<file path="src/hw/startup_burst_pkg.sv">
package startup_burst_pkg;

  // Bus geometry
  localparam int ADDR_W = 4;
  localparam int DATA_W = 32;
  localparam int LVL_W  = 12;

  // Clock figures
  localparam int CLK_PERIOD_NS = 100;

  // Register word offsets (byte addresses)
  localparam logic [ADDR_W-1:0] CTRL_OFS     = 4'h0;
  localparam logic [ADDR_W-1:0] STATUS_OFS   = 4'h4;
  localparam logic [ADDR_W-1:0] LEVELS_OFS   = 4'h8;
  localparam logic [ADDR_W-1:0] SLEEPCAP_OFS = 4'hc;

  // Control register field positions
  localparam int CTRL_START_BIT = 0;
  localparam int CTRL_CLRP_BIT  = 1;
  localparam int CTRL_BURST_BIT = 2;

  // Reset values
  localparam logic [DATA_W-1:0] CTRL_RST = 32'h0000_0004;

  // Configuration constants, fixed in the package at build time
  localparam logic [15:0] CHECK_CYCLES        = 16'h03e8;
  localparam logic [15:0] FIRST_PRECHARGE_LEN = 16'h0014;
  localparam logic [15:0] STARTUP_ZVS_LEN     = 16'h000a;
  localparam logic [15:0] MIN_ZVS_LEN         = 16'h0003;
  localparam logic [15:0] SEARCH_TIMEOUT      = 16'h00c8;
  localparam logic [15:0] MAX_SEARCH_CYCLES   = 16'h0040;
  localparam logic [15:0] BURST_PRECHARGE_LEN = 16'h000f;
  localparam logic [15:0] BURST_ON_FRAME      = 16'h0190;
  localparam logic [23:0] SLEEP_TIME_THRESHOLD = 24'h002710;

  // Slow task period, in ns, and its cycle count
  localparam int SLOW_TASK_NS = 1000000;
  localparam int SLOW_TASK_CYCLES = SLOW_TASK_NS / CLK_PERIOD_NS;
  // Start-up timeout, in ns, and its cycle count
  localparam int STARTUP_TIMEOUT_NS = 100000000;
  localparam int STARTUP_TIMEOUT_CYCLES = STARTUP_TIMEOUT_NS / CLK_PERIOD_NS;

  // Levels
  localparam logic [LVL_W-1:0] FIRST_OVERCURRENT_SETPOINT = 12'h300;
  localparam logic [LVL_W-1:0] STARTUP_SETPOINT_MAX       = 12'h800;
  localparam logic [LVL_W-1:0] BURST_MIN_SETPOINT         = 12'h180;
  localparam logic [LVL_W-1:0] NOMINAL_SENSE              = 12'hc00;
  localparam logic [LVL_W-1:0] SENSE_TARGET_STEP          = 12'h030;
  localparam logic [LVL_W-1:0] SETPOINT_STEP              = 12'h004;
  localparam logic [LVL_W-1:0] ZVS_SHORTEN_SHIFT          = 12'h007;

  // Sequencer states
  typedef enum logic [3:0] {
    ST_IDLE, ST_WAIT_SUPPLY, ST_CHECK, ST_CHECK_TEMP, ST_BANG_BANG,
    ST_PRECHARGE, ST_SEARCH, ST_RAMP, ST_RUN, ST_SLEEP, ST_BURST_PRE,
    ST_BURST_ON, ST_FAULT
  } seq_state_e;

  // Comparator inputs from the analog front end
  typedef struct packed {
    logic supply_on;
    logic input_above_brown_in;
    logic input_below_ovp;
    logic fb_above_burst_ctrl;
    logic fb_below_burst_entry;
    logic temp_released;
    logic sense_above_startup;
    logic sense_above_target;
    logic sense_above_resonant;
    logic zero_cross;
    logic hs_off;
  } comp_s;

  // Pulse requests to the half-bridge driver
  typedef struct packed {
    logic ls_pulse;
    logic hs_enable;
    logic resonant_mode;
    logic hv_cell_charge;
    logic sleep;
  } drive_s;

endpackage

</file>
<file path="src/hw/startup_burst_control.sv">
// Register access over Avalon-MM and the placing of the registers are this design's own decisions.
`timescale 1ns/1ps
`default_nettype none

// Contract
// - Request start-up once supply passes turn-on threshold after reset or restart.
// - Brown-in, no input overvoltage and feedback above burst control within check period.
// - Check overtemperature release only after the first three conditions hold.
// - Any failed condition falls back to bang-bang supply charging.
// - With all conditions valid, compute maximum high-side on-time from input voltage.
// - Issue one low-side bootstrap precharge pulse before first high-side pulse.
// - Fixed start-up zvs pulse until sense passes threshold, then shorten it.
// - Count half-bridge cycles; after search timeout without zero crossing, pulse again.
// - Too many cycles without zero crossing enters output short protection.
// - Start peak setting at first overcurrent setpoint, hold until sense threshold.
// - Then raise setting linearly below target and lower it above target.
// - Raise sense target one step per slow task period.
// - Clamp start-up current setpoint to start-up maximum.
// - Sense above valley-to-resonant threshold switches to continuous resonant mode.
// - End start-up when feedback setting falls below ramp setting.
// - Start-up longer than timeout raises start-up timeout protection.
// - Feedback below burst entry suppresses next pulse and enters sleep.
// - In burst mode use fixed minimum peak current setting.
// - Use high-voltage start-up cell once at burst entry.
// - Sleep on falling control crossing after a pulse, wake on rising.
// - Burst on-frame uses valley switching triggered at first valley.
// - Precharge pulse at on-frame start only after sleep above threshold.
module startup_burst_control (
  input  wire logic                                clk,
  input  wire logic                                rst_b,
  input  wire logic [startup_burst_pkg::ADDR_W-1:0] avs_address,
  input  wire logic                                avs_read,
  input  wire logic                                avs_write,
  input  wire logic [startup_burst_pkg::DATA_W-1:0] avs_writedata,
  output logic      [startup_burst_pkg::DATA_W-1:0] avs_readdata,
  output logic                                     avs_waitrequest,
  input  wire startup_burst_pkg::comp_s             comp_raw,
  input  wire logic [startup_burst_pkg::LVL_W-1:0]  input_level,
  input  wire logic [startup_burst_pkg::LVL_W-1:0]  fb_setpoint,
  output startup_burst_pkg::drive_s                 drive,
  output logic      [startup_burst_pkg::LVL_W-1:0]  peak_setpoint,
  output logic      [startup_burst_pkg::LVL_W-1:0]  zvs_len,
  output logic      [startup_burst_pkg::LVL_W-1:0]  hs_on_max,
  output logic                                     shunt_short_protection,
  output logic                                     output_short_protection,
  output logic                                     startup_timeout_protection
);
  import startup_burst_pkg::*;

  localparam logic [31:0] SLOW_TASK_C = 32'(SLOW_TASK_CYCLES);
  localparam logic [31:0] STARTUP_TO_C = 32'(STARTUP_TIMEOUT_CYCLES);

  comp_s       sync1_q;
  comp_s       comp_q;
  comp_s       comp_prev_q;
  seq_state_e  state_q;
  logic [31:0] ctrl_q;
  logic [15:0] timer_q;
  logic [15:0] cycles_q;
  logic [31:0] slow_q;
  logic [31:0] st_time_q;
  logic [23:0] sleep_time_q;
  logic [23:0] sleep_cap_q;
  logic [LVL_W-1:0] target_q;
  logic        pulsed_q;
  logic        ack_q;
  logic        start_req;
  logic        clr_prot;
  logic        in_startup;
  logic        slow_tick;
  logic        fb_fall;
  logic        fb_rise;
  logic        sense_level_hi;

  // Two-flop synchroniser; comparators are asynchronous to clk
  always_ff @(posedge clk or negedge rst_b) begin
    if (!rst_b) begin
      sync1_q     <= '0;
      comp_q      <= '0;
      comp_prev_q <= '0;
    end else begin
      sync1_q     <= comp_raw;
      comp_q      <= sync1_q;
      comp_prev_q <= comp_q;
    end
  end

  assign fb_fall = comp_prev_q.fb_above_burst_ctrl & ~comp_q.fb_above_burst_ctrl;
  assign fb_rise = ~comp_prev_q.fb_above_burst_ctrl & comp_q.fb_above_burst_ctrl;
  assign start_req = ctrl_q[CTRL_START_BIT] & comp_q.supply_on;
  assign clr_prot = avs_write & ack_q & (avs_address == CTRL_OFS)
                    & avs_writedata[CTRL_CLRP_BIT];
  assign in_startup = (state_q == ST_PRECHARGE) | (state_q == ST_SEARCH)
                      | (state_q == ST_RAMP);
  assign slow_tick = (slow_q == SLOW_TASK_C - 32'd1);
  assign sense_level_hi = comp_q.sense_above_startup;

  // Bus slave: one wait cycle, then answer
  always_ff @(posedge clk or negedge rst_b) begin
    if (!rst_b) begin
      ack_q <= 1'b0;
    end else begin
      ack_q <= (avs_read | avs_write) & ~ack_q;
    end
  end
  assign avs_waitrequest = (avs_read | avs_write) & ~ack_q;

  // Control register; write takes effect on the accepting edge
  always_ff @(posedge clk or negedge rst_b) begin
    if (!rst_b) begin
      ctrl_q <= CTRL_RST;
    end else if (avs_write & ack_q & (avs_address == CTRL_OFS)) begin
      ctrl_q <= {29'h0, avs_writedata[2], 1'b0, avs_writedata[0]};
    end
  end

  // Read data registered at request, stable at the accepting edge
  always_ff @(posedge clk or negedge rst_b) begin
    if (!rst_b) begin
      avs_readdata <= '0;
    end else if (avs_read & ~ack_q) begin
      case (avs_address)
        CTRL_OFS:     avs_readdata <= ctrl_q;
        STATUS_OFS:   avs_readdata <= {24'h0, startup_timeout_protection,
                                       output_short_protection, shunt_short_protection,
                                       drive.resonant_mode, 4'(state_q)};
        LEVELS_OFS:   avs_readdata <= {4'h0, target_q, 4'h0, peak_setpoint};
        SLEEPCAP_OFS: avs_readdata <= {8'h0, sleep_cap_q};
        default:      avs_readdata <= 32'h0;
      endcase
    end
  end

  // Main sequencer
  always_ff @(posedge clk or negedge rst_b) begin
    if (!rst_b) begin
      state_q <= ST_IDLE;
    end else begin
      case (state_q)
        ST_IDLE:        if (start_req) state_q <= ST_CHECK;
        ST_WAIT_SUPPLY: if (comp_q.supply_on) state_q <= ST_CHECK;
        ST_CHECK: begin
          if (comp_q.input_above_brown_in & comp_q.input_below_ovp
              & comp_q.fb_above_burst_ctrl) begin
            state_q <= ST_CHECK_TEMP;
          end else if (timer_q >= CHECK_CYCLES) begin
            state_q <= ST_BANG_BANG;
          end
        end
        ST_CHECK_TEMP:  state_q <= comp_q.temp_released ? ST_PRECHARGE : ST_BANG_BANG;
        ST_BANG_BANG:   if (!comp_q.supply_on) state_q <= ST_WAIT_SUPPLY;
        ST_PRECHARGE:   if (timer_q >= FIRST_PRECHARGE_LEN - 16'h1) state_q <= ST_SEARCH;
        ST_SEARCH: begin
          if (cycles_q > MAX_SEARCH_CYCLES) state_q <= ST_FAULT;
          else if (sense_level_hi) state_q <= ST_RAMP;
        end
        ST_RAMP:        if (fb_setpoint < peak_setpoint) state_q <= ST_RUN;
        ST_RUN:         if (ctrl_q[CTRL_BURST_BIT] & comp_q.fb_below_burst_entry)
                          state_q <= ST_SLEEP;
        ST_SLEEP: begin
          if (fb_rise) begin
            state_q <= (sleep_time_q > SLEEP_TIME_THRESHOLD) ? ST_BURST_PRE
                                                             : ST_BURST_ON;
          end
        end
        ST_BURST_PRE:   if (timer_q >= BURST_PRECHARGE_LEN - 16'h1) state_q <= ST_BURST_ON;
        ST_BURST_ON: begin
          if ((fb_fall & pulsed_q) | (timer_q >= BURST_ON_FRAME))
            state_q <= ST_SLEEP;
        end
        ST_FAULT:       if (clr_prot) state_q <= ST_IDLE;
        default:        state_q <= ST_IDLE;
      endcase
      if (in_startup & (st_time_q >= STARTUP_TO_C)) state_q <= ST_FAULT;
    end
  end

  // Phase timer held at zero in idle, supply wait, temperature check, run and sleep; in search a zero crossing or the search timeout restarts it
  always_ff @(posedge clk or negedge rst_b) begin
    if (!rst_b) begin
      timer_q <= '0;
    end else begin
      if ((state_q == ST_SEARCH) & (comp_q.zero_cross | timer_q >= SEARCH_TIMEOUT)) begin
        timer_q <= '0;
      end else if (state_q != ST_SEARCH && timer_q != 16'hffff) begin
        timer_q <= timer_q + 16'h1;
      end else if (state_q == ST_SEARCH) begin
        timer_q <= timer_q + 16'h1;
      end
      if ((state_q == ST_IDLE) | (state_q == ST_CHECK_TEMP) | (state_q == ST_WAIT_SUPPLY)
          | (state_q == ST_SLEEP) | (state_q == ST_RUN))
        timer_q <= '0;
    end
  end

  // Half-bridge cycles without zero crossing during search
  always_ff @(posedge clk or negedge rst_b) begin
    if (!rst_b) begin
      cycles_q <= '0;
    end else if (state_q != ST_SEARCH || comp_q.zero_cross) begin
      cycles_q <= '0;
    end else if (timer_q >= SEARCH_TIMEOUT && cycles_q != 16'hffff) begin
      cycles_q <= cycles_q + 16'h1;
    end
  end

  // Start-up duration timer and slow task tick
  always_ff @(posedge clk or negedge rst_b) begin
    if (!rst_b) begin
      st_time_q <= '0;
      slow_q    <= '0;
    end else begin
      st_time_q <= in_startup ? st_time_q + 32'd1 : 32'd0;
      slow_q    <= slow_tick ? 32'd0 : slow_q + 32'd1;
    end
  end

  // Sense target ramp
  always_ff @(posedge clk or negedge rst_b) begin
    if (!rst_b) begin
      target_q <= '0;
    end else if (!in_startup) begin
      target_q <= '0;
    end else if (slow_tick && target_q < NOMINAL_SENSE - SENSE_TARGET_STEP) begin
      target_q <= target_q + SENSE_TARGET_STEP;
    end
  end

  // Peak current setting
  always_ff @(posedge clk or negedge rst_b) begin
    if (!rst_b) begin
      peak_setpoint <= '0;
    end else begin
      case (state_q)
        ST_PRECHARGE, ST_SEARCH: peak_setpoint <= FIRST_OVERCURRENT_SETPOINT;
        ST_RAMP: begin
          if (comp_q.hs_off) begin
            if (comp_q.sense_above_target) begin
              if (peak_setpoint > SETPOINT_STEP)
                peak_setpoint <= peak_setpoint - SETPOINT_STEP;
            end else if (peak_setpoint + SETPOINT_STEP > STARTUP_SETPOINT_MAX) begin
              peak_setpoint <= STARTUP_SETPOINT_MAX;
            end else begin
              peak_setpoint <= peak_setpoint + SETPOINT_STEP;
            end
          end
        end
        ST_RUN:                              peak_setpoint <= fb_setpoint;
        ST_SLEEP, ST_BURST_PRE, ST_BURST_ON: peak_setpoint <= BURST_MIN_SETPOINT;
        default:                             peak_setpoint <= '0;
      endcase
    end
  end

  // Zvs pulse length, fixed until the sense threshold then shortened
  always_ff @(posedge clk or negedge rst_b) begin
    if (!rst_b) begin
      zvs_len <= '0;
    end else if (!sense_level_hi) begin
      zvs_len <= LVL_W'(STARTUP_ZVS_LEN);
    end else if (zvs_len > LVL_W'(MIN_ZVS_LEN) && comp_q.hs_off) begin
      zvs_len <= zvs_len - 12'h1;
    end
  end

  // Maximum high-side on-time falls with input voltage
  always_ff @(posedge clk or negedge rst_b) begin
    if (!rst_b) begin
      hs_on_max <= '0;
    end else if (state_q == ST_CHECK_TEMP) begin
      hs_on_max <= ~input_level >> ZVS_SHORTEN_SHIFT[3:0];
    end
  end

  // Sleep duration capture and pulse seen in on-frame
  always_ff @(posedge clk or negedge rst_b) begin
    if (!rst_b) begin
      sleep_time_q <= '0;
      sleep_cap_q  <= '0;
      pulsed_q     <= 1'b0;
    end else begin
      if (state_q == ST_SLEEP) begin
        if (sleep_time_q != 24'hffffff) sleep_time_q <= sleep_time_q + 24'h1;
      end else begin
        sleep_time_q <= '0;
      end
      if ((state_q == ST_SLEEP) & fb_rise) sleep_cap_q <= sleep_time_q;
      if (state_q == ST_BURST_ON) pulsed_q <= pulsed_q | comp_q.hs_off;
      else pulsed_q <= 1'b0;
    end
  end

  // Protection flags; set wins over the software clear
  always_ff @(posedge clk or negedge rst_b) begin
    if (!rst_b) begin
      shunt_short_protection     <= 1'b0;
      output_short_protection    <= 1'b0;
      startup_timeout_protection <= 1'b0;
    end else begin
      if ((state_q == ST_SEARCH) & (cycles_q > MAX_SEARCH_CYCLES))
        output_short_protection <= 1'b1;
      else if (clr_prot) output_short_protection <= 1'b0;
      if (in_startup & (st_time_q >= STARTUP_TO_C))
        startup_timeout_protection <= 1'b1;
      else if (clr_prot) startup_timeout_protection <= 1'b0;
      if ((state_q == ST_SEARCH) & comp_q.hs_off & (timer_q > hs_on_max + 12'h0))
        shunt_short_protection <= shunt_short_protection; // Reported by driver path
      else if (clr_prot) shunt_short_protection <= 1'b0;
    end
  end

  // Drive requests
  always_ff @(posedge clk or negedge rst_b) begin
    if (!rst_b) begin
      drive <= '0;
    end else begin
      drive.ls_pulse  <= (state_q == ST_PRECHARGE) | (state_q == ST_BURST_PRE);
      drive.hs_enable <= (state_q == ST_SEARCH) | (state_q == ST_RAMP)
                         | (state_q == ST_RUN) | (state_q == ST_BURST_ON) & comp_q.zero_cross;
      drive.resonant_mode <= in_startup & comp_q.sense_above_resonant ? 1'b1 :
                             (state_q == ST_BURST_ON) ? 1'b0 : drive.resonant_mode;
      drive.hv_cell_charge <= (state_q == ST_RUN) & ctrl_q[CTRL_BURST_BIT]
                              & comp_q.fb_below_burst_entry;
      drive.sleep <= (state_q == ST_SLEEP);
    end
  end

endmodule

`default_nettype wire

</file>
<file path="config.mk">
export PLATFORM = sky130hd
export DESIGN_NAME = startup_burst_control
export DESIGN_NICKNAME = d
export VERILOG_FILES = /design/src/hw/startup_burst_pkg.sv /design/src/hw/startup_burst_control.sv
export SDC_FILE = /design/constraint.sdc
export NUM_CORES = 1
export LEC_CHECK = 0
export BUFFER_PORTS_ARGS = -buffer_cell sky130_fd_sc_hd__buf_2
export CAP_MARGIN = 15
export CORE_ASPECT_RATIO = 1.5
export CORE_MARGIN = 2
export CORE_UTILIZATION = 55
export DETAILED_ROUTE_END_ITERATION = 10
export GPL_ROUTABILITY_DRIVEN = 1
export PLACE_DENSITY = 0.76
export SYNTH_ARGS = -nofsm -noshare
export SYNTH_HDL_FRONTEND = slang
export SYNTH_SLANG_ARGS = --single-unit
</file>
<file path="constraint.sdc">
create_clock -name clk -period 2.57 [get_ports clk]
set_input_delay 0.257 -clock clk [delete_from_list [all_inputs] [get_ports clk]]
set_output_delay 0.257 -clock clk [all_outputs]
set_load 0.02 [all_outputs]
</file>
Word-level counts from Yosys, hierarchy flattened
Cells that the tools add are included.
Word-level totals
  register bits: 255
  input port bits: 75
  output and inout bits: 77
Operators by class
  add/sub/neg operators: 9
  $lt $le $gt $ge: 13
  eq/ne operators: 37
  muxes and demuxes: 44
  bitwise operators: 38
  reductions and logical operators: 16
Operators by type and width (number)
  $pmux 28 s4: 1
  $mux 12: 8
  $mux 16: 6
  $add 32x1->32 const B: 2
  $mux 32: 2
  $mux 4: 15
  $pmux 4 s13: 1
  $mux 24: 2
  $pmux 12 s4: 1
  $add 16x1->16 const B: 2
  $eq 32x14->1 const B: 1
  $ge 32x20->1 const B: 1
  $ne 16x16->1 const B: 2
  $eq 4x4->1 const B: 7
  $add 24x1->24 const B: 1
  $gt 24x14->1 const B: 1
  $ne 24x24->1 const B: 1
  $and 1x1->1: 20
  $eq 4x3->1 const B: 5
  $ne 3x2->1 const B: 6
  $ge 16x10->1 const B: 1
  $ge 16x4->1 const B: 1
  $ge 16x5->1 const B: 1
  $ge 16x8->1 const B: 1
  other kinds (33): 68

Longest topological paths before layout
Gate-level depths: netlist of the first run.
  depth after elaboration: 7
  gate-level depth with buffers: 9
  mapped depth without buffers: 8

Worst setup path after synthesis of the first run
No wires, ideal clock.
  path type: register to register
  start: reg peak_setpoint[5] (netlist bit)
  end: reg state_q[2]
  setup time: 125 ps
  arrival time: 2340 ps
  data required time: 2445 ps
  setup slack: 105 ps
  stages on the path, launching flop included: 10
  period minus slack after synthesis: 2465 ps
  cells stage by stage: dfrtp_1 clkbuf_1 inv_1 ha_1 a21o_1 a211oi_1 o21ai_0 a211oi_1 nand3_1 mux2_2
Between the ends
  cells in the longest elaborated chain, start to end: 3
RTL lines
  start, declared: RTL line startup_burst_control.sv:41  | output logic [startup_burst_pkg::LVL_W-1:0] peak_setpoint,
  start signal, assigned: RTL line startup_burst_control.sv:240  | peak_setpoint <= peak_setpoint - SETPOINT_STEP;
  start signal, assigned: RTL line startup_burst_control.sv:244  | peak_setpoint <= peak_setpoint + SETPOINT_STEP;
  start signal, assigned: RTL line startup_burst_control.sv:248  | ST_RUN: peak_setpoint <= fb_setpoint;
  $lt 12x12->1: RTL line startup_burst_control.sv:157  | ST_RAMP: if (fb_setpoint < peak_setpoint) state_q <= ST_RUN;
  $ne 3x1->1 (no line)
  $reduce_and 12->1 (no line)
  end signal, assigned: RTL line startup_burst_control.sv:150  | ST_CHECK_TEMP: state_q <= comp_q.temp_released ? ST_PRECHARGE : ST_BANG_BANG;
  end signal, assigned: RTL line startup_burst_control.sv:162  | state_q <= (sleep_time_q > SLEEP_TIME_THRESHOLD) ? ST_BURST_PRE
  end, declared: RTL line startup_burst_control.sv:56  | seq_state_e state_q;
No other way between the ends.
A chain may end at the register's enable or synchronous reset.

Final worst setup path of the first run
  start: reg state_q[3]
  end: reg peak_setpoint[7] (netlist bit)
Between the ends
  cells in the longest elaborated chain, start to end: 3
RTL lines
  $eq 4x4->1 or $eq 4x3->1 (tied branches): RTL line startup_burst_control.sv:234  | case (state_q)
  $reduce_or 3->1 (tied with other cells): RTL line startup_burst_control.sv:234
  $pmux 12 s4 or $reduce_and 2->1 (tied branches)
Parallel ways exist; a longest one is shown, timed or not.

==> impl_metrics.ini, run 1 <==
[sta]
clock_skew_ns = 0.00950
hold_violations = 0
maxSlewHeadroom_pct = 51.8
slew_violations = 0
timing.final.crit_share_pct = 94.1
fin_setup_tns_ns = 0
period_minus_slack_ns = 2.42
fmax_mhz = 414
worst_slew_pin_slew_ns = 0.722
rsz0062_at_grt = false
holdWs_ns = 0.0132
setup_viol = 0

[cts]
clkLatencyLatePin_ns = 0.53
cts_sinks = 247
cts_tree = built
numCtsBuffers = 25
path_clk_slew_ns = 0.06
htreeDepth = 1
clk_path_buf_depth = 3
postCtsSetupBuffers = 0
clock-root-buffer = clkbuf_16

[floorplan]
ioPinCount = 152
fp.dieArea_sq_um = 23800
die_h_um = 188
num_rows = 67
initial_core_util_pct = 55.7
die_width_um = 127
coreArea_sq_um = 22300

[power]
peakVddDrop_mv = 0.524
p_leak_nw = 6.46
power_density_nw_per_um2 = 699

[synthesis]
yosysUniqueCellTypes = 70
ys_seq_elements = 247
avgSynthCellArea_sq_um = 9.79
synth.cell_area_sq_um = 12400
synth_commonest_cells = dfrtp_1 (246), nand2_1 (135), nor2_1 (129)
ys.flop_type = dfrtp_1
synth-edff-count = 0
postSynthCellCount = 1268
ys_top_cells_by_area = dfrtp_1 (50%), xnor2_1 (4.4%), nand2_1 (4.1%)
synth_top_area_share_pct = 49.6
ys_async_sr_fraction_pct = 100
post-synth-top-count-cell = dfrtp_1
synth_top_area_cell = dfrtp_1
yosys_warnings = 0
ys_seq_area_share_pct = 49.8

[hold_path]
hold_start = fb_setpoint[10]
whs_path_depth = 3
hold_class = in -> reg

[cells_and_area]
n_antenna_cell = 0
drive_gt1_share_pct = 16.8
design_area_sq_um = 14600
final_core_util_pct = 65.5
nNetsFinal = 1512
syn2layout_area_growth_pct = 17.7
instances_no_fill = 1706

[worst_setup_path]
path_cells = buf_4 -> nor2b_1 -> nand3_1 -> nor4b_1 -> o2111ai_2 -> a22oi_1 -> a221o_1
reg2reg_from = state_q[3]$_DFFE_PN0P_
arrival_ns = 2.89
worstPathRequired_ns = 3.04
start_kind = flip-flop
slowest_delay_ns = 0.48
critPathLaunch = state_q[3]$_DFFE_PN0P_
ff2ff_path_depth = 7
critical_path_class = reg -> reg
crit_fanout = 10
endpoint_kind = flip-flop
cpMaxStageDelayCell = dfrtp_1

[grt]
grt_pass1_wl_um = 49100
grt_max_degree = 73
antenna_found_initial = 0
grt_pass1_vias = 9954
overflow = 0
track_usage_pct = 25.1

[routing]
routed_wl_um = 29900
ant_nets = 0
first_iter_violations = 573
dr.pass1.iters = 5
dr_total_vias = 10038
post_drt_via_cell_ratio = 5.88
drc = 0
wl_per_cell_um = 17.5

[placed_design]
io_buffers = 103
place.gp.congestion = 0.917
dp_hpwl_um = 20800
dpl.cell_count = 1633
dpl-instance-area_sq_um = 13400

[status]
status = complete, no violations

[run]
maxCapViolations = 0
==> cell usage in the layout (no fill, tap or decap), types with 8 or more instances in the layout <==
| cell type | Yosys | final |
|---|---|---|
| or3_1 | 26 | 26 |
| xor2_1 | 49 | 49 |
| nor4_1 | 30 | 30 |
| nor2b_1 | 9 | 9 |
| ha_1 | 26 | 26 |
| clkbuf_16 | 0 | 25 |
| nor2_1 | 129 | 129 |
| nand3_1 | 57 | 57 |
| a22oi_1 | 22 | 22 |
| buf_4 | 13 | 40 |
| and3_1 | 29 | 29 |
| dlygate4sd3_1 | 0 | 26 |
| nand2b_1 | 8 | 8 |
| nand4_1 | 29 | 29 |
| and4_1 | 9 | 9 |
| mux2_2 | 24 | 24 |
| xnor2_1 | 62 | 62 |
| nor3_1 | 36 | 36 |
| and2_1 | 19 | 19 |
| conb_1 | 1 | 12 |
| nand2_1 | 135 | 135 |
| buf_2 | 6 | 102 |
| dfrtp_1 | 246 | 246 |
| a21oi_1 | 28 | 27 |
| o21ai_0 | 72 | 71 |
| inv_1 | 38 | 38 |
==> through the flow <==
| step | setup slack, ns | power, mW |
|---|---|---|
| after floorplan | 0.105 | 5.46 |
| after global placement | 0.154 | 6.11 |
| after detailed placement | 0.100 | 6.15 |
| after CTS | 0.0751 | 10.3 |
| after global routing | 0.0297 | 10.7 |
| final | 0.152 | 10.2 |
==> routing by layer <==
metal | track usage [%] | share of wire (%) | vias up
met3 | 3.77 | 5.5 | 89
met2 | 44.7 | 52 | 316
met5 | 0 | 0 | -
met1 | 30.6 | 39 | 4887
li1 | - | - | 4746
met4 | 9.85 | 3.8 | 0
==> worst max-delay path: cells and delay by family (launching register included) <==
| kind | cells | cell delay [ns] |
|---|---|---|
| flip-flops | 1 | 0.48 |
| buffers and inverters | 1 | 0.20 |
| AND/OR/NAND/NOR | 3 | 0.83 |
| AO/OA/AOI/OAI | 3 | 0.85 |
==> report_power, final <==
group | internal [mW] | switching [mW] | total (mW)
sequential | 4.08 | 0.150 | 4.23
clock | 2.50 | 1.56 | 4.06
combinational | 0.699 | 1.23 | 1.93
total | 7.28 | 2.94 | 10.2
==> final cells by class <==
cell class / instances / area (sq um)
fillers: 1783 / 7690
flip-flops and latches: 247 / 6180
multi-input cells: 927 / 5850
repair buffers: 172 / 1150
clock buffers: 33 / 726
well taps: 276 / 345
clock inverters: 13 / 216
inverters: 38 / 143
==> worst paths after layout <==
kind | slack (ns) | end
max | 0.15 | peak_setpoint[7]$_DFFE_PN0P_
min | 0.01 | peak_setpoint[10]$_DFFE_PN0P_
max reg2reg | 0.15 | peak_setpoint[7]$_DFFE_PN0P_
min reg2reg | 0.36 | comp_q[3]$_DFF_PN0_
max in group asynchronous | 1.59 | timer_q[0]$_DFFE_PN0P_
min in group asynchronous | 0.25 | sync1_q[8]$_DFF_PN0_
==> registers in the layout, summed over array words and instances (netlist names), 8 cells and up <==
register	flops
avs_readdata	28
zvs_len	12
sync1_q	11
sleep_time_q	24
peak_setpoint	12
st_time_q	32
sleep_cap_q	24
cycles_q	16
timer_q	16
slow_q	32
target_q	8
comp_q	10
==> repair_timing <==
item,4_1_cts,5_1_grt
endpoints found under the setup margin,0,8
hold buffers,26,0
gates resized for setup,0,4
endpoints found under the hold margin,75,0
==> kinds of logic (layout without fill, tap and decap cells) <==
| kind of cell | count (synthesis) | after routing | synth area share, % |
|---|---|---|---|
| flops | 247 | 247 | 49.8 |
| simple gates | 545 | 545 | 22.1 |
| mux | 28 | 28 | 2.70 |
| fa+ha+maj | 26 | 26 | 2.62 |
| other cells | 1 | 12 | 0.0302 |
| buf+inv | 105 | 256 | 3.63 |
| xor+xnor | 111 | 111 | 7.83 |
| compound gates | 205 | 205 | 11.3 |
Power figures use the tool's default switching activity.
==> run 2: changes to the inputs <==
CORE_MARGIN = 10   (was 2)
==> impl_metrics.ini, run 2 (same netlist as run 1, synthesis figures left out) <==
[grt]
grt_max_degree = 69
track_usage_pct = 20.7
grt_pass1_vias = 10006
antenna_found_initial = 0
grt_pass1_wl_um = 49800
overflow = 0

[power]
peakVddDrop_mv = 0.580
switching_share_pct = 29.0
p_switching_mw = 2.91
pwr-share-clk_pct = 38.1
power_density_nw_per_um2 = 689
comb_power_share_pct = 19.4
p_leak_nw = 6.46
p_int_mw = 7.11
power_frac_seq_pct = 42.5

[cells_and_area]
layout_common_cells = dfrtp_1 (246), nand2_1 (135), nor2_1 (129), buf_2 (102), o21ai_0 (71)
multiInputGateArea_sq_um = 5840
regArea_sq_um = 6180
design_area_sq_um = 14600
syn2layout_area_growth_pct = 17.2
largestRegisters = slow_q: 32 flops, st_time_q: 32 flops, avs_readdata: 28 flops
nNetsFinal = 1516
n_antenna_cell = 0
drive_gt1_share_pct = 17.0
layout_commonest_cell = dfrtp_1
nFillCells = 1737

[worst_setup_path]
ff2ff_path_depth = 6
endpoint_kind = flip-flop
reg2reg_from = state_q[3]$_DFFE_PN0P_
r2r_slack_ns = 0.16
start_kind = flip-flop
crit_fanout = 15
regToRegEndpoint = state_q[2]$_DFFE_PN0P_
arrival_ns = 2.81
worstPathRequired_ns = 2.97
critical_path_class = reg -> reg

[sta]
worst_slew_pin_slew_ns = 0.791
clock_skew_ns = 0.00670
setup_viol = 0
maxSlewHeadroom_pct = 47.2
fin_ws_ns = 0.157
fin_setup_tns_ns = 0
holdWs_ns = 0.0208
timing.final.crit_share_pct = 93.9
period_minus_slack_ns = 2.41
fmax_mhz = 414
slew_violations = 0
hold_violations = 0
rsz0062_at_grt = false

[routing]
post_drt_via_cell_ratio = 5.90
dr_total_vias = 10082
first_iter_violations = 625
drc = 0
wl_per_cell_um = 17.9
dr.pass1.iters = 5
ant_nets = 0
routed_wl_um = 30600

[floorplan]
num_rows = 67
coreArea_sq_um = 22300
die_width_um = 143
die_h_um = 204
fp.dieArea_sq_um = 29100
initial_core_util_pct = 55.7
ioPinCount = 152

[placed_design]
place.gp.congestion = 0.926
dpl_worst_slack_ns = 0.126
dp_hpwl_um = 21900
dpl-instance-area_sq_um = 13500
io_buffers = 103

[hold_path]
min_to = peak_setpoint[3]$_DFFE_PN0P_
hold_class = in -> reg
whs_path_depth = 2
hold_start = fb_setpoint[3]

[cts]
cts_sinks = 247
clkLatencyLatePin_ns = 0.51
cts_tree = built
numCtsBuffers = 24
clk_path_buf_depth = 3
htreeDepth = 1
path_clk_slew_ns = 0.06
clock-root-buffer = clkbuf_16

[status]
status = complete, no violations

[run]
maxCapViolations = 0
==> run 2: changes by cell type in the layout (fill, tap and decap cells not counted), moves of 2 or more <==
cell | previous run | this run
clkinv_4 | 1 | 3
buf_4 | 40 | 49
dlygate4sd3_1 | 26 | 22
clkbuf_8 | 7 | 4
clkbuf_1 | 1 | 3
==> run 2: final cells by class <==
class                           count  share of cell area [%]
Sequential cell                   247                    42.5
Multi-Input combinational cell    927                    40.1
Timing Repair Buffer              177                    8.06
Clock buffer                       32                    4.75
Tap cell                          276                    2.37
Clock inverter                     12                    1.24
Inverter                           38                   0.980
==> run 2: per-stage QoR <==
step | power, mW | util, % | cells
CTS | 10.1 | 65.3 | 1709
finish | 10.0 | 65.3 | 1709
global placement | 6.16 | 60.4 | 1643
detailed placement | 6.20 | 60.4 | 1643
floorplan | 5.46 | - | 1279
global route | 10.4 | 65.3 | 1709
==> run 2: how the worst max path moves through the flow <==
stage	startpoint	endpoint
floorplan	peak_setpoint[5]$_DFFE_PN0P_	state_q[2]$_DFFE_PN0P_
global placement	sleep_time_q[0]$_DFFE_PN0P_	state_q[0]$_DFFE_PN0P_
detailed placement	fb_setpoint[5]	state_q[2]$_DFFE_PN0P_
CTS	peak_setpoint[5]$_DFFE_PN0P_	state_q[2]$_DFFE_PN0P_
global route	timer_q[13]$_DFFE_PN0P_	state_q[2]$_DFFE_PN0P_
finish	state_q[3]$_DFFE_PN0P_	state_q[2]$_DFFE_PN0P_
==> run 2: what timing repair did <==
action | in CTS | in global routing
hold buffers | 22 | 0
hold endpoints to repair | 80 | 0
setup buffers | 0 | 0
endpoints found under the setup margin | 0 | 3
gates resized for setup | 0 | 1
==> run 2: per-layer routing <==
layer	vias to the layer above	GRT usage, %	part of all wire (%)
met2	283	36.7	51
met4	0	8.46	3.6
li1	4746	-	-
met3	70	3.19	5.0
met5	-	0	0
met1	4983	24.4	40
==> run 2: worst max-delay path, stage by stage (launching register included) <==
cell,delay (ns)
dfrtp_1,0.61
nor2b_1,0.43
nand3_1,0.20
nor4_1,0.28
o21ai_0,0.20
nand3_1,0.23
mux2_2,0.36
==> run 2: power groups by stage <==
stage / registers, mW / logic (mW) / clock network [mW]
CTS: 4.25 / 1.94 / 3.90
global placement: 4.31 / 1.84 / 0
global route: 4.28 / 2.12 / 4.03
finish: 4.26 / 1.95 / 3.82
floorplan: 4.40 / 1.06 / 0
detailed placement: 4.32 / 1.88 / 0
